<file path="config.mk">
export PLATFORM = sky130hd
export DESIGN_NAME = pll_clock_and_reset_unit
export DESIGN_NICKNAME = d
export VERILOG_FILES = /design/src/pkg/pll_clock_and_reset_pkg.sv /design/src/design/pll_clock_and_reset_unit.sv
export VERILOG_INCLUDE_DIRS = /design/src /design/src/pkg
export SDC_FILE = /design/constraint.sdc
export NUM_CORES = 1
export LEC_CHECK = 0
export ABC_AREA = 1
export ABC_CLOCK_PERIOD_IN_PS = 5700
export BUFFER_PORTS_ARGS = -buffer_cell sky130_fd_sc_hd__buf_2
export CAP_MARGIN = 20
export CORE_ASPECT_RATIO = 1.5
export CORE_MARGIN = 10
export CORE_UTILIZATION = 55
export CTS_CLUSTER_DIAMETER = 200
export CTS_CLUSTER_SIZE = 40
export DETAILED_ROUTE_END_ITERATION = 6
export GPL_TIMING_DRIVEN = 0
export PLACE_DENSITY_LB_ADDON = 0.05
export SYNTH_ARGS = -nofsm -noshare
export SYNTH_HDL_FRONTEND = slang
export SYNTH_SLANG_ARGS = --single-unit
</file>
<file path="constraint.sdc">
create_clock -name clk_i -period 5.7 [get_ports clk_i]
set_clock_uncertainty 0.05 [all_clocks]
set_input_delay 1.14 -clock clk_i [delete_from_list [all_inputs] [get_ports clk_i]]
set_output_delay 1.14 -clock clk_i [all_outputs]
set_load 0.01 [all_outputs]
</file>
<file path="src/pkg/pll_clock_and_reset_unit_consts.svh">
// Constants for the PLL clock and reset unit
//
// Contract
// Each PLL runs at reference times feedback ratio, over input ratio, over output ratio.
// Software picks an input ratio that keeps the divided reference at or above 1 MHz.
// The input divider is five bits used directly as the ratio, valid only from 2 to 31.
// The feedback divider is nine bits used directly as the ratio, valid only from 2 to 511.
// Output divider codes 00, 01, 11 give ratios 1, 2, 4 and code 10 is unsupported.
// The engine, memory and pixel PLLs run independently of each other.
// Software keeps memory clock between engine and twice engine, engine over 1.5x pixel.
// Power-on reset holds until power is stable, then releases after 256 reference cycles.
// The power-on reset is driven out on the two-way reset pin.
// An external reset is taken only after the pin stays low 256 reference cycles.
// The host checks status bit 1 for normal operation before any access.
// Writing 1 to bit 0 of the control register at offset zero starts a software reset.
// A software reset restarts the state machines and leaves every register unchanged.
// The software reset bit clears itself to 0 when the software reset completes.
// A PLL output counts as unstable for up to 500 us after power-up or a change.
// Status reports normal operation only after reset release and PLL lock time.
`ifndef PLL_CLOCK_AND_RESET_UNIT_CONSTS_SVH
`define PLL_CLOCK_AND_RESET_UNIT_CONSTS_SVH

// Register offsets
`define ADDR_CTRL 8'h00
`define ADDR_PIXEL_CFG1 8'h05
`define ADDR_PIXEL_CFG2 8'h06
`define ADDR_MEMORY_CFG1 8'h07
`define ADDR_MEMORY_CFG2 8'h08
`define ADDR_ENGINE_CFG1 8'h09
`define ADDR_ENGINE_CFG2 8'h0A

// Field positions
`define SWRST_BIT 0
`define CFG1_OUTDIV_HI 7
`define CFG1_OUTDIV_LO 6
`define CFG1_R_HI 5
`define CFG1_R_LO 1
`define CFG1_N8_BIT 0
`define STS_SOFT_BIT 0
`define STS_NORMAL_BIT 1
`define STS_CFGERR_BIT 2

// PLL indices, in offset order
`define PLL_PIXEL 0
`define PLL_MEMORY 1
`define PLL_ENGINE 2
`define PLL_COUNT 3

// Reset values
`define CTRL_RST 8'h00
`define CFG1_RST 8'h14
`define CFG2_RST 8'h0A

// Timing
`define REF_CLK_MHZ 50
`define LOCK_TIME_US 500
`define LOCK_CNT_W 20
`define POR_CYCLES 256
`define EXT_RST_CYCLES 256
`define SWRST_CYCLES 4
`define MIN_RATIO 2

`endif

</file>
<file path="src/pkg/pll_clock_and_reset_pkg.sv">
// Types shared by the PLL clock and reset unit
`default_nettype none
package pll_clock_and_reset_pkg;
    // Reset sequencer states
    typedef enum logic [2:0] {ST_POWER, ST_COUNT, ST_EXT, ST_RUN, ST_SOFT} rst_state_t;
    // One PLL's unpacked divider settings
    typedef struct packed {
        logic [1:0] output_divider;
        logic [4:0] r;
        logic [8:0] n;
    } pll_cfg_t;
endpackage
`default_nettype wire

</file>
<file path="src/design/pll_clock_and_reset_unit.sv">
// PLL divider model, reset sequencing and control registers
`include "pll_clock_and_reset_unit_consts.svh"
`default_nettype none
module pll_clock_and_reset_unit #(
    parameter int unsigned LOCK_CYCLES = `LOCK_TIME_US * `REF_CLK_MHZ
) (
    // Reference clock and block reset
    input wire logic clk_i,
    input wire logic srst_i,
    // Power good and two-way reset pin
    input wire logic por_ok_i,
    input wire logic rst_pin_i,
    output logic rst_pin_o,
    output logic rst_pin_oe_o,
    // Register port
    input wire logic reg_wr_i,
    input wire logic [7:0] reg_addr_i,
    input wire logic [7:0] reg_wdata_i,
    output logic [7:0] reg_rdata_o,
    output logic [7:0] status_o,
    // Resets and clocks to the core
    output logic core_rst_n_o,
    output logic sm_rst_n_o,
    output logic [2:0] pll_locked_o,
    output logic [2:0] pll_tick_o
);

    // Output ratio from code, zero for the unsupported code
    function automatic logic [2:0] out_div_ratio(input logic [1:0] code);
        case (code)
            2'h0: out_div_ratio = 3'h1;
            2'h1: out_div_ratio = 3'h2;
            2'h3: out_div_ratio = 3'h4;
            default: out_div_ratio = 3'h0;
        endcase
    endfunction

    // Unpack the two config bytes of one PLL
    function automatic pll_clock_and_reset_pkg::pll_cfg_t unpack(input logic [7:0] c1,
            input logic [7:0] c2);
        unpack.output_divider = c1[`CFG1_OUTDIV_HI:`CFG1_OUTDIV_LO];
        unpack.r = c1[`CFG1_R_HI:`CFG1_R_LO];
        unpack.n = {c1[`CFG1_N8_BIT], c2};
    endfunction

    // Byte address of a PLL's first or second config register
    function automatic logic [7:0] cfg_addr(input int p, input int second);
        cfg_addr = 8'(`ADDR_PIXEL_CFG1 + 2 * p + second);
    endfunction

    // Pin and power-good synchronisers, first stage feeds only the second
    logic [2:0] por_sync_q, por_sync_d, pin_sync_q, pin_sync_d;
    logic por_ok_q, por_ok_d, pin_q, pin_d;

    always_comb begin
        por_sync_d = {por_sync_q[1:0], por_ok_i};
        pin_sync_d = {pin_sync_q[1:0], rst_pin_i};
        // Accept a change only once stages two and three agree
        por_ok_d = (por_sync_q[1] == por_sync_q[2]) ? por_sync_q[2] : por_ok_q;
        pin_d = (pin_sync_q[1] == pin_sync_q[2]) ? pin_sync_q[2] : pin_q;
    end

    always_ff @(posedge clk_i) begin
        if (srst_i) begin
            por_sync_q <= 3'h0;
            pin_sync_q <= 3'h7;
            por_ok_q <= 1'b0;
            pin_q <= 1'b1;
        end else begin
            por_sync_q <= por_sync_d;
            pin_sync_q <= pin_sync_d;
            por_ok_q <= por_ok_d;
            pin_q <= pin_d;
        end
    end

    // Reset sequencer
    pll_clock_and_reset_pkg::rst_state_t state_q, state_d;
    logic [7:0] cnt_q, cnt_d, ext_cnt_q, ext_cnt_d;
    logic core_rst_n_q, core_rst_n_d, sm_rst_n_q, sm_rst_n_d, pin_oe_q, pin_oe_d;
    logic sw_start, ext_take, hard_rst, soft_done;

    assign ext_take = (state_q == pll_clock_and_reset_pkg::ST_RUN) && !pin_q
        && (ext_cnt_q == 8'(`EXT_RST_CYCLES - 1));
    // A soft request that meets an accepted pin reset is dropped, the hard reset wins
    assign sw_start = reg_wr_i && (reg_addr_i == `ADDR_CTRL) && reg_wdata_i[`SWRST_BIT]
        && (state_q == pll_clock_and_reset_pkg::ST_RUN) && !ext_take;
    assign hard_rst = (state_q == pll_clock_and_reset_pkg::ST_POWER)
        || (state_q == pll_clock_and_reset_pkg::ST_COUNT)
        || (state_q == pll_clock_and_reset_pkg::ST_EXT);
    assign soft_done = (state_q == pll_clock_and_reset_pkg::ST_SOFT)
        && (cnt_q == 8'(`SWRST_CYCLES - 1));

    always_comb begin
        state_d = state_q;
        cnt_d = cnt_q;
        // Low run length, only while running so our own drive is not counted
        ext_cnt_d = (state_q == pll_clock_and_reset_pkg::ST_RUN && !pin_q) ?
            ext_cnt_q + 8'h01 : 8'h00;
        if (!por_ok_q) begin
            state_d = pll_clock_and_reset_pkg::ST_POWER;
            cnt_d = 8'h00;
        end else begin
            case (state_q)
                pll_clock_and_reset_pkg::ST_POWER: begin
                    state_d = pll_clock_and_reset_pkg::ST_COUNT;
                    cnt_d = 8'h00;
                end
                pll_clock_and_reset_pkg::ST_COUNT: begin
                    if (cnt_q == 8'(`POR_CYCLES - 1)) begin
                        state_d = pll_clock_and_reset_pkg::ST_RUN;
                        cnt_d = 8'h00;
                    end else begin
                        cnt_d = cnt_q + 8'h01;
                    end
                end
                pll_clock_and_reset_pkg::ST_EXT: begin
                    // Held until the pin is released, then a full release delay
                    if (pin_q) begin
                        state_d = pll_clock_and_reset_pkg::ST_COUNT;
                        cnt_d = 8'h00;
                    end
                end
                pll_clock_and_reset_pkg::ST_RUN: begin
                    if (ext_take) begin
                        state_d = pll_clock_and_reset_pkg::ST_EXT;
                    end else if (sw_start) begin
                        state_d = pll_clock_and_reset_pkg::ST_SOFT;
                        cnt_d = 8'h00;
                    end
                end
                pll_clock_and_reset_pkg::ST_SOFT: begin
                    if (soft_done) begin
                        state_d = pll_clock_and_reset_pkg::ST_RUN;
                        cnt_d = 8'h00;
                    end else begin
                        cnt_d = cnt_q + 8'h01;
                    end
                end
                default: state_d = pll_clock_and_reset_pkg::ST_POWER;
            endcase
        end
        core_rst_n_d = (state_d == pll_clock_and_reset_pkg::ST_RUN)
            || (state_d == pll_clock_and_reset_pkg::ST_SOFT);
        sm_rst_n_d = (state_d == pll_clock_and_reset_pkg::ST_RUN);
        // Drive the pin low through the whole power-on sequence
        pin_oe_d = (state_d == pll_clock_and_reset_pkg::ST_POWER)
            || (state_d == pll_clock_and_reset_pkg::ST_COUNT);
    end

    always_ff @(posedge clk_i) begin
        if (srst_i) begin
            state_q <= pll_clock_and_reset_pkg::ST_POWER;
            cnt_q <= 8'h00;
            ext_cnt_q <= 8'h00;
            core_rst_n_q <= 1'b0;
            sm_rst_n_q <= 1'b0;
            pin_oe_q <= 1'b1;
        end else begin
            state_q <= state_d;
            cnt_q <= cnt_d;
            ext_cnt_q <= ext_cnt_d;
            core_rst_n_q <= core_rst_n_d;
            sm_rst_n_q <= sm_rst_n_d;
            pin_oe_q <= pin_oe_d;
        end
    end

    // Control and PLL config registers; a soft reset leaves them alone
    logic soft_q, soft_d;
    logic [6:0] ctrl_hi_q, ctrl_hi_d;
    logic [7:0] cfg1_q [`PLL_COUNT];
    logic [7:0] cfg1_d [`PLL_COUNT];
    logic [7:0] cfg2_q [`PLL_COUNT];
    logic [7:0] cfg2_d [`PLL_COUNT];
    logic [2:0] cfg_wr;
    logic wr_ok;

    assign wr_ok = reg_wr_i && !hard_rst;

    always_comb begin
        soft_d = soft_q;
        ctrl_hi_d = ctrl_hi_q;
        if (sw_start) begin
            soft_d = 1'b1;
        end else if (soft_done) begin
            soft_d = 1'b0;
        end
        if (wr_ok && reg_addr_i == `ADDR_CTRL) begin
            ctrl_hi_d = reg_wdata_i[7:1];
        end
        for (int p = 0; p < `PLL_COUNT; p++) begin
            cfg1_d[p] = cfg1_q[p];
            cfg2_d[p] = cfg2_q[p];
            cfg_wr[p] = wr_ok && (reg_addr_i == cfg_addr(p, 0) || reg_addr_i == cfg_addr(p, 1));
            if (wr_ok && reg_addr_i == cfg_addr(p, 0)) begin
                cfg1_d[p] = reg_wdata_i;
            end
            if (wr_ok && reg_addr_i == cfg_addr(p, 1)) begin
                cfg2_d[p] = reg_wdata_i;
            end
        end
    end

    // Hard resets restore defaults, the soft reset does not
    always_ff @(posedge clk_i) begin
        if (srst_i || hard_rst) begin
            soft_q <= 1'b0;
            ctrl_hi_q <= 7'(`CTRL_RST >> 1);
            for (int p = 0; p < `PLL_COUNT; p++) begin
                cfg1_q[p] <= `CFG1_RST;
                cfg2_q[p] <= `CFG2_RST;
            end
        end else begin
            soft_q <= soft_d;
            ctrl_hi_q <= ctrl_hi_d;
            cfg1_q <= cfg1_d;
            cfg2_q <= cfg2_d;
        end
    end

    // Per-PLL lock timer and rate model, each PLL on its own
    logic [`LOCK_CNT_W-1:0] lock_q [`PLL_COUNT];
    logic [`LOCK_CNT_W-1:0] lock_d [`PLL_COUNT];
    logic [9:0] acc_q [`PLL_COUNT];
    logic [9:0] acc_d [`PLL_COUNT];
    logic [2:0] locked, valid, tick_d, tick_q;

    always_comb begin
        for (int p = 0; p < `PLL_COUNT; p++) begin
            pll_clock_and_reset_pkg::pll_cfg_t c;
            logic [7:0] div;
            logic [10:0] sum;
            c = unpack(cfg1_q[p], cfg2_q[p]);
            div = 8'(c.r) * 8'(out_div_ratio(c.output_divider));
            sum = 11'(acc_q[p]) + 11'(c.n);
            valid[p] = (c.r >= 5'(`MIN_RATIO)) && (c.n >= 9'(`MIN_RATIO))
                && (out_div_ratio(c.output_divider) != 3'h0);
            locked[p] = (lock_q[p] == `LOCK_CNT_W'(LOCK_CYCLES));
            // Timer restarts on power-up and on any change of this PLL
            if (hard_rst || cfg_wr[p]) begin
                lock_d[p] = '0;
            end else if (locked[p]) begin
                lock_d[p] = lock_q[p];
            end else begin
                lock_d[p] = lock_q[p] + `LOCK_CNT_W'(1);
            end
            // Phase accumulator: ticks at ref * n / (r * od), one per cycle at most
            tick_d[p] = 1'b0;
            acc_d[p] = 10'h000;
            if (valid[p] && locked[p]) begin
                if (sum >= 11'(div)) begin
                    tick_d[p] = 1'b1;
                    acc_d[p] = 10'(sum - 11'(div));
                    if (acc_d[p] >= 10'(div)) begin
                        acc_d[p] = 10'h000;
                    end
                end else begin
                    acc_d[p] = 10'(sum);
                end
            end
        end
    end

    always_ff @(posedge clk_i) begin
        if (srst_i) begin
            for (int p = 0; p < `PLL_COUNT; p++) begin
                lock_q[p] <= '0;
                acc_q[p] <= 10'h000;
            end
            tick_q <= 3'h0;
        end else begin
            lock_q <= lock_d;
            acc_q <= acc_d;
            tick_q <= tick_d;
        end
    end

    // Read data and status
    logic [7:0] rdata_q, rdata_d, status_q, status_d;

    always_comb begin
        rdata_d = 8'h00;
        if (reg_addr_i == `ADDR_CTRL) begin
            rdata_d = {ctrl_hi_q, soft_q};
        end
        for (int p = 0; p < `PLL_COUNT; p++) begin
            if (reg_addr_i == cfg_addr(p, 0)) begin
                rdata_d = cfg1_q[p];
            end
            if (reg_addr_i == cfg_addr(p, 1)) begin
                rdata_d = cfg2_q[p];
            end
        end
        status_d = 8'h00;
        status_d[`STS_SOFT_BIT] = soft_q;
        // Follows the next state, so it never outlives a reset or a config change
        status_d[`STS_NORMAL_BIT] = (state_d == pll_clock_and_reset_pkg::ST_RUN) && !hard_rst
            && (&locked) && !(|cfg_wr);
        status_d[`STS_CFGERR_BIT] = !(&valid);
    end

    always_ff @(posedge clk_i) begin
        if (srst_i) begin
            rdata_q <= 8'h00;
            status_q <= 8'h00;
        end else begin
            rdata_q <= rdata_d;
            status_q <= status_d;
        end
    end

    assign reg_rdata_o = rdata_q;
    assign status_o = status_q;
    assign core_rst_n_o = core_rst_n_q;
    assign sm_rst_n_o = sm_rst_n_q;
    assign rst_pin_o = 1'b0; // Open-drain style: only ever pulls low
    assign rst_pin_oe_o = pin_oe_q;
    assign pll_locked_o = locked;
    assign pll_tick_o = tick_q;
endmodule
`default_nettype wire

</file>
# Word level (Yosys, flattened, before mapping)
# Index checks and enable logic that the tools add are counted.
# word_totals
regBits	195
latchBits	0
mem_bits_rw	0
rom_bits	0
inputBits	21
out_inout_bits	26
elab_cells	194
memories	0
# classes
addsub	11
multipliers	3
n_div	0
order_cmp	12
n_eq_ne	30
n_shift	0
mux	34
bitwise	5
n_reduce_logical	69
# op_table
cell	n
$mux W8	12
$add A20 B1 Y20 const B	3
$eq A20 B15 Y1 const B	3
$mux W10	6
$pmux W8 S5	1
$add A10 B9 Y11	3
$ge A11 B8 Y1	3
$ge A10 B8 Y1	3
$logic_and A1 B1 Y1	30
$sub A10 B8 Y10	3
$ge A9 B2 Y1 const B	3
$pmux W3 S3	3
$eq A8 B3 Y1 const B	3
$eq A8 B4 Y1 const B	3
$mul A5 B3 Y8	3
$mux W3	6
$add A8 B1 Y8 const B	2
$eq A8 B8 Y1 const B	2
$reduce_or A2 Y1	8
$ge A5 B2 Y1 const B	3
$pmux W3 S5	1
$logic_or A1 B1 Y1	11
$eq A3 B2 Y1 const B	3
$reduce_bool A3 Y1	3
18 further kinds	43

# Logic depth before layout (Yosys ltp)
# logic_depth
word_depth	13
depth_mapped	24

# Least setup slack after synthesis
# Ideal clock, no wire load.
# synth_path
kind	reg-to-reg
startpoint	reg cfg1_q[6] (netlist name)
endpoint	reg acc_q[0] (netlist name)
arrival_time_ns	4.028
required_time_ns	5.580
setup_slack_ns	1.553
stages_incl_launch_ff	24
path_cell_list	dfxtp_1 > inv_1 > nor2_1 > inv_1 > nor2_1 > fa_1 > ha_1 > fa_1 > xnor2_1 > ha_1 > a21oi_1 > o221ai_1 > xor2_1 > ha_1 > nand2_1 > nor2_1 > nor2_1 > o211ai_1 > a21o_1 > a21oi_1 > nand2_1 > nor2_4 > nand3_1 > a21oi_1
# synth_between
elab_chain_len	7
# synth_lines
element	line	rtl
start: declaration	pll_clock_and_reset_unit.sv:172	logic [7:0] cfg1_q [`PLL_COUNT];
start signal: indexed assignment	pll_clock_and_reset_unit.sv:211	cfg1_q[p] <= `CFG1_RST;
start signal: assignment	pll_clock_and_reset_unit.sv:217	cfg1_q <= cfg1_d;
$eq A2 B2 Y1, or another cell as far along	pll_clock_and_reset_unit.sv:30	case (code)
$pmux W3 S3 *	pll_clock_and_reset_unit.sv:30	
$mul A5 B3 Y8 / $reduce_bool A3 Y1 (equally long branches)	pll_clock_and_reset_unit.sv:235, pll_clock_and_reset_unit.sv:238	
$sub A10 B8 Y10 / $logic_and A1 B1 Y1 (equally long branches)	pll_clock_and_reset_unit.sv:254, pll_clock_and_reset_unit.sv:237	
$ge A10 B8 Y1 / $logic_and A1 B1 Y1 (equally long branches)	pll_clock_and_reset_unit.sv:255, pll_clock_and_reset_unit.sv:251	
$mux W10 / $not A1 Y1 (equally long branches)	--	
$mux W10 / $reduce_or A2 Y1 (equally long branches)	--	
end signal: indexed assignment	pll_clock_and_reset_unit.sv:269	acc_q[p] <= 10'h000;
end signal: assignment	pll_clock_and_reset_unit.sv:274	acc_q <= acc_d;
end: declaration	pll_clock_and_reset_unit.sv:225	logic [9:0] acc_q [`PLL_COUNT];
# Every way passes the cells marked *; elsewhere a longest branch is shown, timed or not.
# A chain may end at the register's enable or synchronous reset.

# Final worst setup path
# Same ends and word-level chain as after synthesis.

==> results_dict.tcl <==
set metrics [dict create \
    worst_path_most_repeated_cell "nor2_1" \
    grt_overflow 0 \
    hold_viol 0 \
    maxCapViolations 0 \
    critPathLaunchType "flip-flop" \
    final.min_clock_period_ps 4793 \
    synth.top_cell.area_share_pct 30.95 \
    cts_tree "yes" \
    status "complete, no violations" \
    ys.flop_type "dfxtp_1" \
    cts.sinks 190 \
    fin_tns_setup_ps 0 \
    slew_violations 0 \
    yosysTopAreaCell "dfxtp_1" \
    post-route-util_pct 61.66 \
    fillCellCount 2068 \
    grt_pass1_wl_um 49560 \
    ios 47 \
    ir_worst_vdd_mv 0.2063 \
    synthTopCellsByArea "dfxtp_1, ha_1, nand2_1, inv_1, nor2_1" \
    place_congestion 0.9600 \
    setup_violations 0 \
    leakage_nw 6.141 \
    worst-path-max-fanout 8 \
    hold_buffers 0 \
    worstSkewPairLatency_ps 450 \
    rsz0062_at_grt "no" \
    clockRootBuffer "clkbuf_16" \
    dr.pass1.iters 5 \
    h-tree-depth 4 \
    nets 1903 \
    grt_max_degree 19 \
    synth_cell_types 58 \
    areaGrowthSynthToFinish_pct 9.816 \
    antenna_found_initial 0 \
    worstMarginPinSlew_ps 738.8 \
    post_cts_buffers 0 \
    max-slew-margin-rel_pct 50.34 \
    fmax_mhz 208.6 \
    critPathKind "flip-flop to flip-flop" \
    coreArea_um2 21880 \
    syn_inst 1696 \
    dp.cells 2019 \
    start_util_pct 56.15 \
    drt_iter0_drc 615 \
    power_mw 2.665 \
    min_path_type "flip-flop to flip-flop" \
    synth_seq_cells 190 \
    async_flop_share_pct 0 \
    viasPerCell 5.395 \
    slowest_delay_ps 440 \
    dp_hpwl_um 24520 \
    die_y_um 203.1 \
    cts_max_path_buffers 2 \
    dieArea_um2 28840 \
    grt_pass1_vias 10540 \
    wire_per_inst_um 14.67 \
    drc 0 \
    end_kind "flip-flop" \
    dieWidth_um 142.0 \
    synth_edf_count 0 \
    multi_input_area_um2 7391 \
    seqCellArea_um2 3804 \
    path_cells "inv_1, nor2_1, inv_1, nor2_1, fa_1, ha_1, fa_1, xnor2_1, ha_1, a21oi_1, o221ai_1, xor2_1, ha_1, nand2_1, nor2_1, nor2_1, o211ai_1, a21o_1, a21oi_1, nand2_1, nor2_4, nand3_1, a21oi_1" \
    grt_usage_pct 20.80 \
    cts_buffers 17 \
    cp_data_required_time_ps 6030 \
    cts_resized 0 \
    syn_area_um2 12290 \
    ys_warn_count 0 \
    diodes 0 \
    row_count 66 \
    min_period_over_period_pct 84.09 \
    hold_slack_ps 356.8 \
    vias 11070 \
    stdcell_count 2051 \
    p_per_area_nw_per_um2 197.5 \
    syn_area_per_cell_um2 7.245 \
    clkTransAtPathRegs_ps 80 \
    ant_nets 0 \
    arrival_ps 5120 \
    regToRegSetupSlack_ps 910 \
    totalWireLength_um 30090 \
    drive_gt1_share_pct 8.713 \
    ys_seq_area_share_pct 30.95 \
    io_buffers 40 \
    crit_slowest_cell "fa_1" \
]
-- synth_stat cells (10+ instances only) --
library cell    n
nor2_1        185
inv_1         252
nand3_1       111
o21bai_1       11
xnor2_1        17
o21ai_0        72
fa_1           18
o211ai_1       25
buf_2          10
nand4_1        38
ha_1           98
clkbuf_1       10
xor2_1         43
dfxtp_1       190
nand2_2        11
nand2_1       278
a21oi_1       137
nor3_1         38
a31oi_1        14
nor4_1         19
-- critical path, delay by kind of cell, from the launching register on --
kind            cells  cell delay (ps)
compound gates      6              920
flops               1              400
fa+ha+maj           5             1750
simple gates        8              850
xor+xnor            2              550
buf+inv             2              220
-- flip-flops by register name (all words and copies together), names as in the netlist, 3 cells and up --
register	flops
ext_cnt_q	8
cfg1_q	24
ctrl_hi_q	7
state_q	3
status_o	3
cfg2_q	24
lock_q	60
cnt_q	8
pll_tick_o	3
acc_q	30
por_sync_q	3
pin_sync_q	3
reg_rdata_o	8
-- layout by cell type (no fill, tap or decap), types with 4 or more instances in the layout --
cell,netlist,layout
a211oi_1,5,5
a21o_1,5,5
a21oi_1,137,137
a221oi_1,7,7
a31oi_1,14,14
buf_2,10,50
buf_4,8,8
clkbuf_1,10,10
clkbuf_16,0,17
conb_1,1,12
dfxtp_1,190,190
fa_1,18,18
ha_1,98,98
inv_1,252,252
inv_2,8,8
inv_6,0,6
nand2_1,278,278
nand2_2,11,11
nand3_1,111,111
nand3_2,6,6
nand3b_1,5,5
nand4_1,38,38
nor2_1,185,185
nor2_2,7,7
nor2_4,5,5
nor3_1,38,38
nor3b_1,5,5
nor4_1,19,19
o2111ai_1,4,4
o211ai_1,25,25
o21a_1,7,7
o21ai_0,72,72
o21bai_1,11,11
o221ai_1,5,5
or2_2,5,5
xnor2_1,17,17
xor2_1,43,43
-- metal layers --
| layer | routed length (um) | global-route usage [%] | up-vias |
|---|---|---|---|
| met5 | 0 | 0 | - |
| met4 | 738 | 7.357 | 0 |
| met3 | 1079 | 2.990 | 52 |
| met2 | 15650 | 38.35 | 180 |
| met1 | 12620 | 23.39 | 5046 |
| li1 | - | - | 5788 |
-- where the power goes --
group / switching [mW] / internal, mW
sequential: 0.00153 / 1.33
combinational: 0.0433 / 0.0177
clock: 0.566 / 0.707
total: 0.610 / 2.05
-- cell type report --
type                            instances  share of cell area (%)
Multi-Input combinational cell       1228                   54.77
Sequential cell                       190                   28.19
Inverter                              260                   7.232
Clock buffer                           17                   3.153
Tap cell                              272                   2.522
Timing Repair Buffer                   40                   1.484
Clock inverter                         15                   1.474
Buffer                                 29                   1.178
-- per-stage QoR --
| step | instance area (um^2) | setup WS [ps] |
|---|---|---|
| CTS | 13490 | 899.6 |
| finish | 13490 | 906.8 |
| global route | 13490 | 422.9 |
| global placement | 12870 | 1005 |
| floorplan | 12330 | 1553 |
| detailed placement | 12870 | 939.9 |
-- path summary, 6_finish.rpt --
path	from	endpoint	cells after the start
max	cfg1_q[6]	acc_q[0]	23
min	por_sync_q[0]	por_sync_q[1]	2
max reg2reg	cfg1_q[6]	acc_q[0]	23
min reg2reg	por_sync_q[0]	por_sync_q[1]	2
-- cells by family (layout without fill, tap and decap cells) --
family,Yosys count,count (layout),share of synthesized area (%)
compound gates,307,307,14.81
simple gates,732,732,27.66
xor+xnor,61,61,4.409
other cells,1,12,0.03052
flops,190,190,30.95
buf+inv,289,361,9.235
fa+ha+maj,116,116,12.91
(Power assumes the default switching activity.)
